--- config.mk ---
export PLATFORM = sky130hd
export DESIGN_NAME = ptcf_target
export DESIGN_NICKNAME = d
export VERILOG_FILES = /design/src/verilog/ptcf_pkg.sv /design/src/verilog/ptcf_regmem.sv /design/src/verilog/ptcf_target.sv
export SDC_FILE = /design/constraint.sdc
export NUM_CORES = 1
export LEC_CHECK = 0
export BUFFER_PORTS_ARGS = -buffer_cell sky130_fd_sc_hd__buf_2
export CAP_MARGIN = 20
export CORE_ASPECT_RATIO = 1.1
export CORE_MARGIN = 1
export CORE_UTILIZATION = 50
export CTS_BUF_LIST = sky130_fd_sc_hd__clkbuf_8
export DETAILED_ROUTE_END_ITERATION = 16
export PLACE_DENSITY = 0.69
export SYNTH_ARGS = -nofsm -noshare
export SYNTH_HDL_FRONTEND = slang
export SYNTH_SLANG_ARGS = --single-unit
--- constraint.sdc ---
create_clock -name clk_sys_in -period 6.5 [get_ports clk_sys_in]
set_input_delay 0.325 -clock clk_sys_in [delete_from_list [all_inputs] [get_ports clk_sys_in]]
set_output_delay 0.325 -clock clk_sys_in [all_outputs]
set_load 0.005 [all_outputs]
--- src/verilog/ptcf_pkg.sv ---
// Constants and types shared by the PCI target port and its reset splitter.
// Behaviour
// RL1: Four reset sources, higher ranks reset more; the code splits six sources.
// RL2: EEPROM load after alternate, PCI, bus_n_a only.
// RL3: MAC config cleared except by selective reset.
// RL4: Pointers and micromachine reset except by bus_n_a.
// RL5: Config registers reset by hardware sources only; the code also resets them on d3_to_d0_in.
// RL6: PM events: alternate always, PCI without aux.
// RL7: Register and flash spaces decoded separately.
// RL8: Register space holds the control register groups.
// RL9: Register accesses complete with zero wait states.
// RL10: Register read: TRDY with data, then STOP.
// RL11: Register write: TRDY, single phase, STOP.
// RL12: Initiator drives bus, write data with IRDY.
// RL13: Transfer only when IRDY and TRDY both low.
// RL14: Flash accesses disconnect at the first phase.
// RL15: Flash read waits for flash, then TRDY.
// RL16: Flash reads are byte or word wide.
// RL17: Flash write holds TRDY until written.
// RL18: Flash writes are byte wide only.
// RL19: Flash window spans 128 Kbyte.
// RL20: Retry configuration cycles until EEPROM loaded.
// RL21: Configuration accesses also end with disconnect.
// RL22: Unclaimed addresses outside windows get no DEVSEL.
package ptcf_pkg;
  // PCI bus commands on C/BE#
  localparam logic [3:0] PTCF_CMD_IO_RD  = 4'h2;
  localparam logic [3:0] PTCF_CMD_IO_WR  = 4'h3;
  localparam logic [3:0] PTCF_CMD_MEM_RD = 4'h6;
  localparam logic [3:0] PTCF_CMD_MEM_WR = 4'h7;
  localparam logic [3:0] PTCF_CMD_CFG_RD = 4'hA;
  localparam logic [3:0] PTCF_CMD_CFG_WR = 4'hB;
  // Window sizes as address widths
  localparam int PTCF_CSR_MEM_AW = 12;  // 4 Kbyte
  localparam int PTCF_CSR_IO_AW  = 6;   // 64 byte
  localparam int PTCF_FLASH_AW   = 17;  // 128 Kbyte
  // Register space word index width
  localparam int PTCF_CSR_WORDS_AW = 4;
  // Flash access wait in clocks
  localparam int PTCF_FLASH_WAIT_NS = 250;
  localparam int PTCF_CLK_NS        = 50;
  localparam int PTCF_FLASH_WAIT    =
    (PTCF_FLASH_WAIT_NS + PTCF_CLK_NS - 1) / PTCF_CLK_NS;
  localparam int PTCF_CNT_W = 4;
  // Byte enable patterns, active low
  localparam logic [3:0] PTCF_BE_NONE = 4'hF;
  // Target state machine, Gray codes
  typedef enum logic [2:0] {
    PTCF_IDLE  = 3'b000,
    PTCF_DATA  = 3'b001,
    PTCF_FWAIT = 3'b011,
    PTCF_DONE  = 3'b010,
    PTCF_TURN  = 3'b110
  } ptcf_state_t;
  // Kind of claimed access
  typedef enum logic [1:0] {
    PTCF_K_CSR   = 2'b00,
    PTCF_K_FLASH = 2'b01,
    PTCF_K_CFG   = 2'b11
  } ptcf_kind_t;
endpackage : ptcf_pkg

--- src/verilog/ptcf_regmem.sv ---
// Small register-space memory with registered read data.
`timescale 1ns/1ns
module ptcf_regmem #(
  parameter int AW = 4
) (
  input  wire logic          clk_sys_in,    // Bus clock
  input  wire logic          we_in,         // Write strobe
  input  wire logic [AW-1:0] addr_in,       // Word index
  input  wire logic [31:0]   wdata_in,      // Write data
  input  wire logic [3:0]    be_n_in,       // Byte enables, active low
  output logic      [31:0]   rdata_out      // Registered read data
);
  // Storage words
  logic [31:0] mem_reg [2**AW];
  // Byte-lane write and registered read
  always_ff @(posedge clk_sys_in) begin
    for (int b = 0; b < 4; b++) begin
      if (we_in && !be_n_in[b]) begin
        mem_reg[addr_in][b*8 +: 8] <= wdata_in[b*8 +: 8];
      end
    end
    rdata_out <= mem_reg[addr_in];
  end
endmodule : ptcf_regmem

--- src/verilog/ptcf_target.sv ---
// PCI target port with register space, flash window and reset splitter.
`timescale 1ns/1ns
module ptcf_target #(
  parameter int FLASH_WAIT = ptcf_pkg::PTCF_FLASH_WAIT
) (
  input  wire logic        clk_sys_in,       // PCI clock
  input  wire logic        rst_in,           // PCI reset, active high
  input  wire logic        alternate_reset_n_in, // Alternate reset pin
  input  wire logic        bus_n_a_in,       // Bus_n_a pin, active low
  input  wire logic        d3_to_d0_in,      // Power state wake pulse
  input  wire logic        sw_reset_in,      // Software reset pulse
  input  wire logic        sel_reset_in,     // Selective reset pulse
  input  wire logic        aux_power_in,     // Auxiliary power present
  input  wire logic        eeprom_done_in,   // EEPROM load finished
  input  wire logic [31:0] csr_mem_base_in,  // Register memory BAR
  input  wire logic [31:0] csr_io_base_in,   // Register I/O BAR
  input  wire logic [31:0] flash_base_in,    // Flash BAR
  input  wire logic        idsel_in,         // Config select
  input  wire logic        frame_n_in,       // FRAME#
  input  wire logic        irdy_n_in,        // IRDY#
  input  wire logic [3:0]  cbe_n_in,         // C/BE#
  input  wire logic [31:0] ad_in,            // AD in
  output logic      [31:0] ad_out,           // AD out
  output logic             ad_oe_out,        // AD drive enable
  output logic             trdy_n_out,       // TRDY#
  output logic             stop_n_out,       // STOP#
  output logic             devsel_n_out,     // DEVSEL#
  output logic             ctl_oe_out,       // Target control enable
  input  wire logic [15:0] flash_rdata_in,   // Flash read data
  output logic      [16:0] flash_addr_out,   // Flash address
  output logic      [7:0]  flash_wdata_out,  // Flash write data
  output logic             flash_oe_n_out,   // Flash output enable
  output logic             flash_we_n_out,   // Flash write enable
  output logic      [31:0] cfg_rdata_out,    // Config read data
  output logic             eeprom_load_out,  // Start EEPROM load
  output logic             mac_cfg_rst_out,  // MAC config, hash clear
  output logic             ptr_rst_out,      // Pointers, micromachine
  output logic             pci_cfg_rst_out,  // Config register reset
  output logic             pm_evt_rst_out    // PM event clear
);
  import ptcf_pkg::*;

  // Register state
  typedef struct packed {
    ptcf_state_t           st;
    ptcf_kind_t            kind;
    logic                  wr;
    logic [31:0]           addr;
    logic [PTCF_CNT_W-1:0] cnt;
    logic [31:0]           dout;
    logic                  oe;
    logic                  trdy_n;
    logic                  stop_n;
    logic                  devsel_n;
    logic                  ctl_oe;
    logic [16:0]           faddr;
    logic [7:0]            fwdata;
    logic                  foe_n;
    logic                  fwe_n;
    logic                  frame_q;
    logic [1:0]            alt_sync;
    logic [1:0]            iso_sync;
  } ptcf_s_t;

  ptcf_s_t s_reg;   // Current state
  ptcf_s_t s_next;  // Next state

  logic [31:0] mem_rdata;   // Register memory read data
  logic        mem_we;      // Register memory write strobe
  logic        hit_csr_mem; // Address falls in register memory window
  logic        hit_csr_io;  // Address falls in register I/O window
  logic        hit_flash;   // Address falls in flash window
  logic        hit_cfg;     // Configuration cycle for us
  logic        addr_phase;  // FRAME# fell this cycle
  logic        xfer;        // Data transfer this cycle
  logic        alt_rst;     // Synchronised alternate reset
  logic        iso_rst;     // Synchronised bus_n_a
  logic [PTCF_CSR_WORDS_AW-1:0] mem_addr; // Word looked up this cycle

  // Synchronised pin levels, second stage only
  assign alt_rst = !s_reg.alt_sync[1];
  assign iso_rst = !s_reg.iso_sync[1];

  // Reset fan-out by source rank
  always_comb begin
    eeprom_load_out = alt_rst || rst_in || iso_rst;            // [RL2]
    mac_cfg_rst_out = alt_rst || rst_in || iso_rst ||
                      d3_to_d0_in || sw_reset_in;              // [RL3] [RL1]
    ptr_rst_out     = alt_rst || rst_in || d3_to_d0_in ||
                      sw_reset_in || sel_reset_in;             // [RL4] [RL1]
    pci_cfg_rst_out = alt_rst || rst_in || iso_rst ||
                      d3_to_d0_in;                             // [RL5]
    pm_evt_rst_out  = alt_rst || (rst_in && !aux_power_in);   // [RL6]
  end

  // Window decode, two separate spaces
  always_comb begin
    addr_phase  = !frame_n_in && s_reg.frame_q;
    hit_csr_mem = (cbe_n_in == PTCF_CMD_MEM_RD ||
                   cbe_n_in == PTCF_CMD_MEM_WR) &&
                  (ad_in[31:PTCF_CSR_MEM_AW] ==
                   csr_mem_base_in[31:PTCF_CSR_MEM_AW]);       // [RL7]
    hit_csr_io  = (cbe_n_in == PTCF_CMD_IO_RD ||
                   cbe_n_in == PTCF_CMD_IO_WR) &&
                  (ad_in[31:PTCF_CSR_IO_AW] ==
                   csr_io_base_in[31:PTCF_CSR_IO_AW]);         // [RL7]
    hit_flash   = (cbe_n_in == PTCF_CMD_MEM_RD ||
                   cbe_n_in == PTCF_CMD_MEM_WR) &&
                  (ad_in[31:PTCF_FLASH_AW] ==
                   flash_base_in[31:PTCF_FLASH_AW]);           // [RL19]
    hit_cfg     = idsel_in && (cbe_n_in == PTCF_CMD_CFG_RD ||
                               cbe_n_in == PTCF_CMD_CFG_WR);
    xfer        = !irdy_n_in && !s_reg.trdy_n;                 // [RL13]
  end

  // Register memory write when a write phase completes
  assign mem_we = xfer && s_reg.wr && (s_reg.kind == PTCF_K_CSR);

  // Word index from AD in the address phase, so the registered
  // read data is ready for the zero-wait data phase
  assign mem_addr = addr_phase ? ad_in[2 +: PTCF_CSR_WORDS_AW] :
                    s_reg.addr[2 +: PTCF_CSR_WORDS_AW];        // [RL9]

  // Register space storage, host command, port, flash, EEPROM, PHY
  ptcf_regmem #(.AW(PTCF_CSR_WORDS_AW)) u_regmem (               // [RL8]
    .clk_sys_in (clk_sys_in),
    .we_in      (mem_we),
    .addr_in    (mem_addr),
    .wdata_in   (ad_in),
    .be_n_in    (cbe_n_in),
    .rdata_out  (mem_rdata)
  );

  // Target sequencing
  always_comb begin
    s_next          = s_reg;
    s_next.frame_q  = frame_n_in;
    s_next.alt_sync = {s_reg.alt_sync[0], alternate_reset_n_in};
    s_next.iso_sync = {s_reg.iso_sync[0], bus_n_a_in};
    unique case (s_reg.st)
      // Claim on address phase, unclaimed stays quiet
      PTCF_IDLE: begin
        s_next.oe = 1'b0;
        if (addr_phase) begin
          s_next.addr = ad_in;
          s_next.wr   = cbe_n_in[0];
          s_next.cnt  = '0;
          if (hit_cfg) begin
            s_next.kind     = PTCF_K_CFG;
            s_next.devsel_n = 1'b0;
            s_next.ctl_oe   = 1'b1;
            s_next.st       = PTCF_DATA;
          end else if (hit_csr_mem || hit_csr_io) begin
            s_next.kind     = PTCF_K_CSR;
            s_next.devsel_n = 1'b0;
            s_next.ctl_oe   = 1'b1;
            s_next.st       = PTCF_DATA;
          end else if (hit_flash) begin
            s_next.kind     = PTCF_K_FLASH;
            s_next.devsel_n = 1'b0;
            s_next.ctl_oe   = 1'b1;
            s_next.st       = PTCF_FWAIT;
          end                                                  // [RL22]
        end
      end
      // Register or config data phase, zero wait
      PTCF_DATA: begin
        s_next.oe     = !s_reg.wr;
        s_next.stop_n = 1'b0;                                  // [RL10] [RL11]
        if (s_reg.kind == PTCF_K_CFG && !eeprom_done_in) begin
          s_next.devsel_n = 1'b0;                              // [RL20]
          s_next.st       = PTCF_DONE;
        end else begin
          s_next.trdy_n = 1'b0;                                // [RL9] [RL21]
          s_next.dout   = (s_reg.kind == PTCF_K_CFG) ?
                          cfg_rdata_out : mem_rdata;
          s_next.st     = PTCF_DONE;
        end
      end
      // Flash strobe held for the flash access time
      PTCF_FWAIT: begin
        s_next.faddr  = s_reg.addr[PTCF_FLASH_AW-1:0];
        s_next.fwdata = ad_in[7:0];                            // [RL18]
        s_next.foe_n  = s_reg.wr;
        s_next.fwe_n  = !(s_reg.wr && !irdy_n_in);             // [RL12]
        if (!s_reg.wr || !irdy_n_in) begin
          s_next.cnt = s_reg.cnt + 1'b1;
        end
        if (s_reg.cnt == PTCF_CNT_W'(FLASH_WAIT)) begin
          s_next.trdy_n = 1'b0;                                // [RL15] [RL17]
          s_next.stop_n = 1'b0;                                // [RL14]
          s_next.oe     = !s_reg.wr;
          s_next.dout   = {16'h0000, s_reg.addr[0] ?
                           {8'h00, flash_rdata_in[15:8]} :
                           flash_rdata_in};                    // [RL16]
          s_next.st     = PTCF_DONE;
        end
      end
      // Hold until IRDY# completes phase and FRAME# is up
      PTCF_DONE: begin
        if (xfer || (s_reg.trdy_n && frame_n_in)) begin
          s_next.trdy_n   = 1'b1;                              // [RL13]
          s_next.devsel_n = 1'b1;
          s_next.oe       = 1'b0;
          s_next.foe_n    = 1'b1;
          s_next.fwe_n    = 1'b1;
          if (frame_n_in) begin
            s_next.stop_n = 1'b1;
            s_next.st     = PTCF_TURN;
          end
        end else if (!s_reg.trdy_n || !frame_n_in) begin
          s_next.st = PTCF_DONE;
        end
        if (s_reg.trdy_n && s_reg.devsel_n && frame_n_in) begin
          s_next.stop_n = 1'b1;
          s_next.st     = PTCF_TURN;
        end
      end
      // Turnaround, release control lines
      PTCF_TURN: begin
        s_next.stop_n = 1'b1;
        s_next.ctl_oe = 1'b0;
        s_next.st     = PTCF_IDLE;
      end
      default: s_next.st = PTCF_IDLE;
    endcase
  end

  // State register
  always_ff @(posedge clk_sys_in) begin
    if (rst_in) begin
      s_reg          <= '0;
      s_reg.st       <= PTCF_IDLE;
      s_reg.trdy_n   <= 1'b1;
      s_reg.stop_n   <= 1'b1;
      s_reg.devsel_n <= 1'b1;
      s_reg.foe_n    <= 1'b1;
      s_reg.fwe_n    <= 1'b1;
      s_reg.frame_q  <= 1'b1;
      s_reg.alt_sync <= 2'b11;
      s_reg.iso_sync <= 2'b11;
    end else begin
      s_reg <= s_next;
    end
  end

  // Outputs from state; config read data tied to zero
  assign ad_out          = s_reg.dout;
  assign ad_oe_out       = s_reg.oe;
  assign trdy_n_out      = s_reg.trdy_n;
  assign stop_n_out      = s_reg.stop_n;
  assign devsel_n_out    = s_reg.devsel_n;
  assign ctl_oe_out      = s_reg.ctl_oe;
  assign flash_addr_out  = s_reg.faddr;
  assign flash_wdata_out = s_reg.fwdata;
  assign flash_oe_n_out  = s_reg.foe_n;
  assign flash_we_n_out  = s_reg.fwe_n;
  assign cfg_rdata_out   = 32'h0000_0000;
endmodule : ptcf_target

## Word level (Yosys, flattened, before mapping)

Memory sizes are Yosys's and may differ from the RTL's. A register that Yosys moved wholly into a read port is not among the register bits.
Cells that the tools add are included.

| word-level totals | value |
|---|---|
| register bits | 111 |
| bits in read-only memories | 0 |
| logic and storage cells | 156 |
| input bits | 160 |
| memory bits (writable) | 512 |
| latch bits | 0 |
| memories | 1 |
| output and inout bits | 101 |

Memories:

| memory | depth | bits a word | read ports | clocked after memory_dff | wr ports | RTL line | RTL |
|---|---|---|---|---|---|---|---|
| u_regmem.mem_reg | 16 | 32 | 1 | 1 | 1 | ptcf_regmem.sv:14 | `logic [31:0] mem_reg [2**AW];` |

| cells by class | value |
|---|---|
| muxes and demuxes | 42 |
| reductions and logical operators | 68 |
| order comparisons | 0 |
| bitwise gates (word level) | 0 |
| add/subtract/negate cells | 1 |
| shift-type cells | 0 |
| equal/unequal tests | 26 |
| div/mod/pow operators | 0 |
| multiply operators | 0 |

Operators with widths:

| cell | count |
|---|---|
| 2-to-1 mux 32 bit | 2 |
| one-hot mux 32 bit (2 select lines) | 1 |
| 2-to-1 mux 42 bit | 1 |
| 2-to-1 mux 35 bit | 1 |
| == test 26 bit | 1 |
| == test 20 bit | 1 |
| logical AND 1 bit | 18 |
| 2-to-1 mux 16 bit | 1 |
| == test 15 bit | 1 |
| logical OR 1 bit | 15 |
| 2-to-1 mux 3 bit | 5 |
| 2-to-1 mux 5 bit | 3 |
| AND reduction 3 bit | 5 |
| zero test 1 bit | 13 |
| == test 4 x 3 -> 1 bit, second input constant | 3 |
| 2-to-1 mux 1 bit | 12 |
| 2-to-1 mux 4 bit | 3 |
| != test 2 bit, second input constant | 6 |
| != test 4 bit, second input constant | 3 |
| one-hot mux 3 bit (4 select lines) | 1 |
| 2-to-1 mux 2 bit | 5 |
| AND reduction 5 bit | 2 |
| nonzero test 3 bit | 3 |
| == test 4 x 2 -> 1 bit, second input constant | 2 |
| 18 further kinds | 29 |

## Logic depth before layout (Yosys ltp)

| depth | value |
|---|---|
| depth in word-level cells | 8 |
| depth in mapped cells | 10 |
| mapped depth without buffers | 7 |

## Hierarchy

A second synthesis with hierarchy kept.

| unflattened totals | value |
|---|---|
| cells, all modules | 1,572 |
| area total of the unflattened synthesis | 25,411.9 µm² |

Modules (own cells, without submodules):

| module | cells each | area each (µm²) | seq. area each (µm²) | times used |
|---|---|---|---|---|
| ptcf_regmem | 914 | 20,155.6 | 16,015.4 | 1 |
| ptcf_target | 658 | 5,256.3 | 1,921.8 | 1 |

## Least setup slack after synthesis

OpenSTA, ideal clock, no wires.

| timing path | value |
|---|---|
| kind | input to register |
| from | in frame_n_in |
| to | mem u_regmem.mem_reg[1][0] (enable) |
| library setup time | 0.370 ns |
| stages on the path | 9 |
| path slack | 3.912 ns |
| data required time | 6.130 ns |
| path buffers | 4 |
| arrival | 2.218 ns |
| cell sequence | nor2b_1 buf_4 mux2_4 buf_6 buf_4 buf_2 nor2_1 nand3_1 nor2_1 |

| between the ends | value |
|---|---|
| longest elaborated chain between the ends | 3 |

RTL lines:

| element | RTL line | RTL |
|---|---|---|
| start, declared | ptcf_target.sv:19 | `input wire logic frame_n_in,` |
| zero test 1 bit | ptcf_target.sv:98 | `addr_phase = !frame_n_in && s_reg.frame_q;` |
| logical AND 1 bit | ptcf_target.sv:98 |  |
| 2-to-1 mux 4 bit | ptcf_target.sv:121 | `assign mem_addr = addr_phase ? ad_in[2 +: PTCF_CSR_WORDS_AW] :` |
| end, declared | ptcf_regmem.sv:14 |  |

Every way passes these cells.

## Final worst setup path

| timing path | value |
|---|---|
| from | in frame_n_in |
| to | mem u_regmem.mem_reg[3][18] (enable) |

Same word-level chain as after synthesis.

==> summary.md <==
| Metric | Value |
|---|---|
| Crit-path slowest cell | nor2_1 |
| Simple-gate share of the synthesized area | 0.0747 |
| Peak supply drop | approximately 0.15 mV |
| Hold path depth | 1 |
| Final hold vios | 0 |
| Worst r2r path cells | 6 |
| Final Cell Area | approximately 0.029 sq mm |
| Async set-reset flop share out of synthesis | 0 |
| CP Capture Type | flip-flop |
| Postcts setup bufs | 0 |
| CTS Buf Count | 97 |
| Largest net degree at the start of global routing | 97 |
| Setup TNS | 0 ps |
| Worst path bufs/invs | 4 |
| CP Max Fanout | just over 60 |
| R2R Setup Slk | 3100 ps |
| Synthesized cell area | approximately 0.026 sq mm |
| Clk root buf | clkbuf_8 |
| Register area share after synthesis | 0.698 |
| Largest family of logic cells by synthesized area | multiplexers |
| Rel. slew slack | 0.217 |
| DR vias | ~15000 |
| Adder-cell share of the synthesized area | 0.000973 |
| Num Clock Sinks | 640 |
| WS Path Type | input port to flip-flop |
| Synth Register Bits | 640 |
| Worst setup SP type | input port |
| Final core utilization | 0.568 |
| Clk slew on worst S/H paths | 70 ps |
| Register area | 0.0179 sq mm |
| Share of layout cells above drive strength 1 | 0.264 |
| Worst R2R Start | s_reg[4]$_SDFF_PP1_ |
| Final setup fails | 0 |
| Post-cts sizing count | 0 |
| Worst path max stage delay | 810 ps |
| Area after DPL | 0.0267 sq mm |
| Worst-Margin Slew | between 1000 and 1500 ps |
| Critical-path cell list | dlygate4sd3_1, buf_2, nor2b_1, buf_4, mux2i_4, buf_4, nand3_1, nor2_1 |
| Main synth FF type | edfxtp_1 |
| DR vias/cell | between 5 and 6 |
| Worst EP required | 6780 ps |
| Port Buffer Count | 193 |
| Commonest non-fill, non-tap cells in the layout | 512 x edfxtp_1, 193 x buf_2, 189 x nand2_1, 128 x mux4_2, 128 x dfxtp_1 |
| Max FFs per register | slightly above 500 |
| GRT Resource Usage Total | 0.231 |
| Core Region | between 0.05 and 0.06 sq mm |
| CTS max path bufs | 3 |
| Syn Area/Cell | between 15 and 20 sq um |
| Post-synthesis mux area share | 0.119 |
| Post-route ant nets | 0 |
| Critical Path AT | 3760 ps |
| Fmax | between 200 and 300 MHz |
| Core Rows | 86 |
| I/O pin count | approximately 260 |
| Number of distinct library cells after synthesis | 45 |
| Worst Min Path Start | ad_in[0] |
| First-pass GRT wire length | between 80 and 90 mm |
| CP most frequent cell | buf_4 |
| Pre-CTS WS | roughly 2900 ps |
| Setup ws final | 3020 ps |
| Initial antenna violation count | 1 |
| Starting Density | 0.510 |
| Status | finished clean |
| Routability cong. | about 0.84 |
| Filler cells | roughly 3900 |
| Period utilization | 0.535 |
| Area of the multi-input gates | slightly below 0.007 sq mm |
| Cell family with most CP delay | buffers and inverters |
| Max-slew violations | 0 |
| Hold-fix buffers, CTS | 12 |
| RR Endpoint | u_regmem.mem_reg[3][18]$_DFFE_PP_ |
| Critical Path Start | frame_n_in |
| Hold Path Class | input port to flip-flop |
| Sink of the worst hold path | u_regmem.mem_reg[8][0]$_DFFE_PP_ |
| Area Overhead vs Synth | 11.4% |
| Detailed-route DRC error count | 0 |
| Die Wd | around 220 microns |
| Avg WL per Cell | around 23 microns |
| Die area | ~0.052 sq mm |
| DRT iter0 DRCs | roughly 1200 |
| PD cells | around 290 mW/mm^2 |
| H-tree depth | 3 |
| Commonest non-fill, non-tap cell in the layout | edfxtp_1 |
| Layout Cells excl Fill | ~2500 |
| Vias in the first global route | around 14000 |
| Drt pass-1 iters | 6 |
| Gate Count Post-Synth | about 1600 |
| Post-synthesis xor/xnor area fraction | 0.0215 |
| Post-Place Cells | ~2300 |
| RSZ-0062 raised after global routing | false |
| Leakage Power | 9.63 nW |
| Compound-Gate Fraction of Synth Area | 0.0422 |
| Die height | 240 microns |
| Clock insertion delay at the later pin of the skew report | around 660 ps |
| TritonCTS clock tree | yes |
| HPWL after DPL | between 30 and 40 mm |
| Number of flops mapped to enable cells by yosys | between 500 and 600 |
| Final net count | roughly 2000 |
| Max-cap viol count | 0 |
| WL final | roughly 60 mm |
| YS warnings | 0 |
| GRT Residual Overflow | 0 |
| Fin crit period | roughly 3500 ps |
| Worst Clk Skew | roughly 26 ps |
power by group:
group / switching, W / leakage, nW / total [W] / internal, W
sequential: 0.0000327 / 5.65 / 0.00450 / 0.00446
clock: 0.00153 / 1.06 / 0.00317 / 0.00165
combinational: 0.000346 / 2.92 / 0.000573 / 0.000227
cell families (layout without fill, tap and decap cells):
logic type               count (synthesis)  after routing
buffers and inverters                  186            399
AO/OA/AOI/OAI                          170            170
AND/OR/NAND/NOR                        430            430
multiplexers                           144            144
adder cells (fa/ha/maj)                  2              2
flip-flops                             640            640
XOR/XNOR                                63             63
other                                    1             33
synthesized netlist by cell type (all sizes together), types with 19 or more instances:
master	number	share of area
a211oi	34	0.011
a21oi	73	0.014
a31oi	34	0.0083
and2	35	0.0085
buf	128	0.035
clkbuf	55	0.0080
dfxtp	128	0.10
edfxtp	512	0.60
mux4	128	0.11
nand2	189	0.028
nand3	27	0.0053
nor2	100	0.015
nor3	24	0.0047
nor4	19	0.0046
xor2	61	0.021
how the worst max path moves through the flow:
stage / to / slack (ps) / cells past startpoint
2_1_floorplan: u_regmem.mem_reg[1][0]$_DFFE_PP_ / 3910 / 9
3_3_place_gp: u_regmem.rdata_out[17]$_DFF_P_ / 2910 / 9
3_5_place_dp: u_regmem.mem_reg[3][21]$_DFFE_PP_ / 2860 / 7
4_1_cts: u_regmem.mem_reg[3][20]$_DFFE_PP_ / 3030 / 8
5_1_grt: u_regmem.mem_reg[2][16]$_DFFE_PP_ / 2810 / 8
6_report: u_regmem.mem_reg[3][18]$_DFFE_PP_ / 3020 / 8
layer usage:
metal | global-route usage | up-vias | share of wire
met5 | 0 | - | 0.00015
met4 | 0.0862 | 2 | 0.029
met3 | 0.0421 | 94 | 0.074
met2 | 0.385 | 656 | 0.50
met1 | 0.302 | 7320 | 0.40
li1 | - | 6433 | -
per-stage QoR:
step,power (W),hold slack [ps]
2_1_floorplan,0.00493,389
3_3_place_gp,0.00514,394
3_5_place_dp,0.00515,395
4_1_cts,0.00830,66.9
5_1_grt,0.00852,92.8
6_report,0.00824,108
worst reg2reg max path, cell delays in order (launching register included):
cell     delay, ps
dfxtp_1        300
nor2b_1        120
buf_4          240
mux2i_4        400
buf_4          700
nand3_1        460
nor2_1         810
area by class of cell:
type	instances	area share
clock buffer	104	0.0499
tap	660	0.0288
clock inverter	76	0.0154
sequential	640	0.626
inverter	3	0.000393
antenna	1	0.0000873
multi-input combinational	841	0.238
timing repair buffer	216	0.0417
Note: power is estimated with default switching activity, not from simulation.
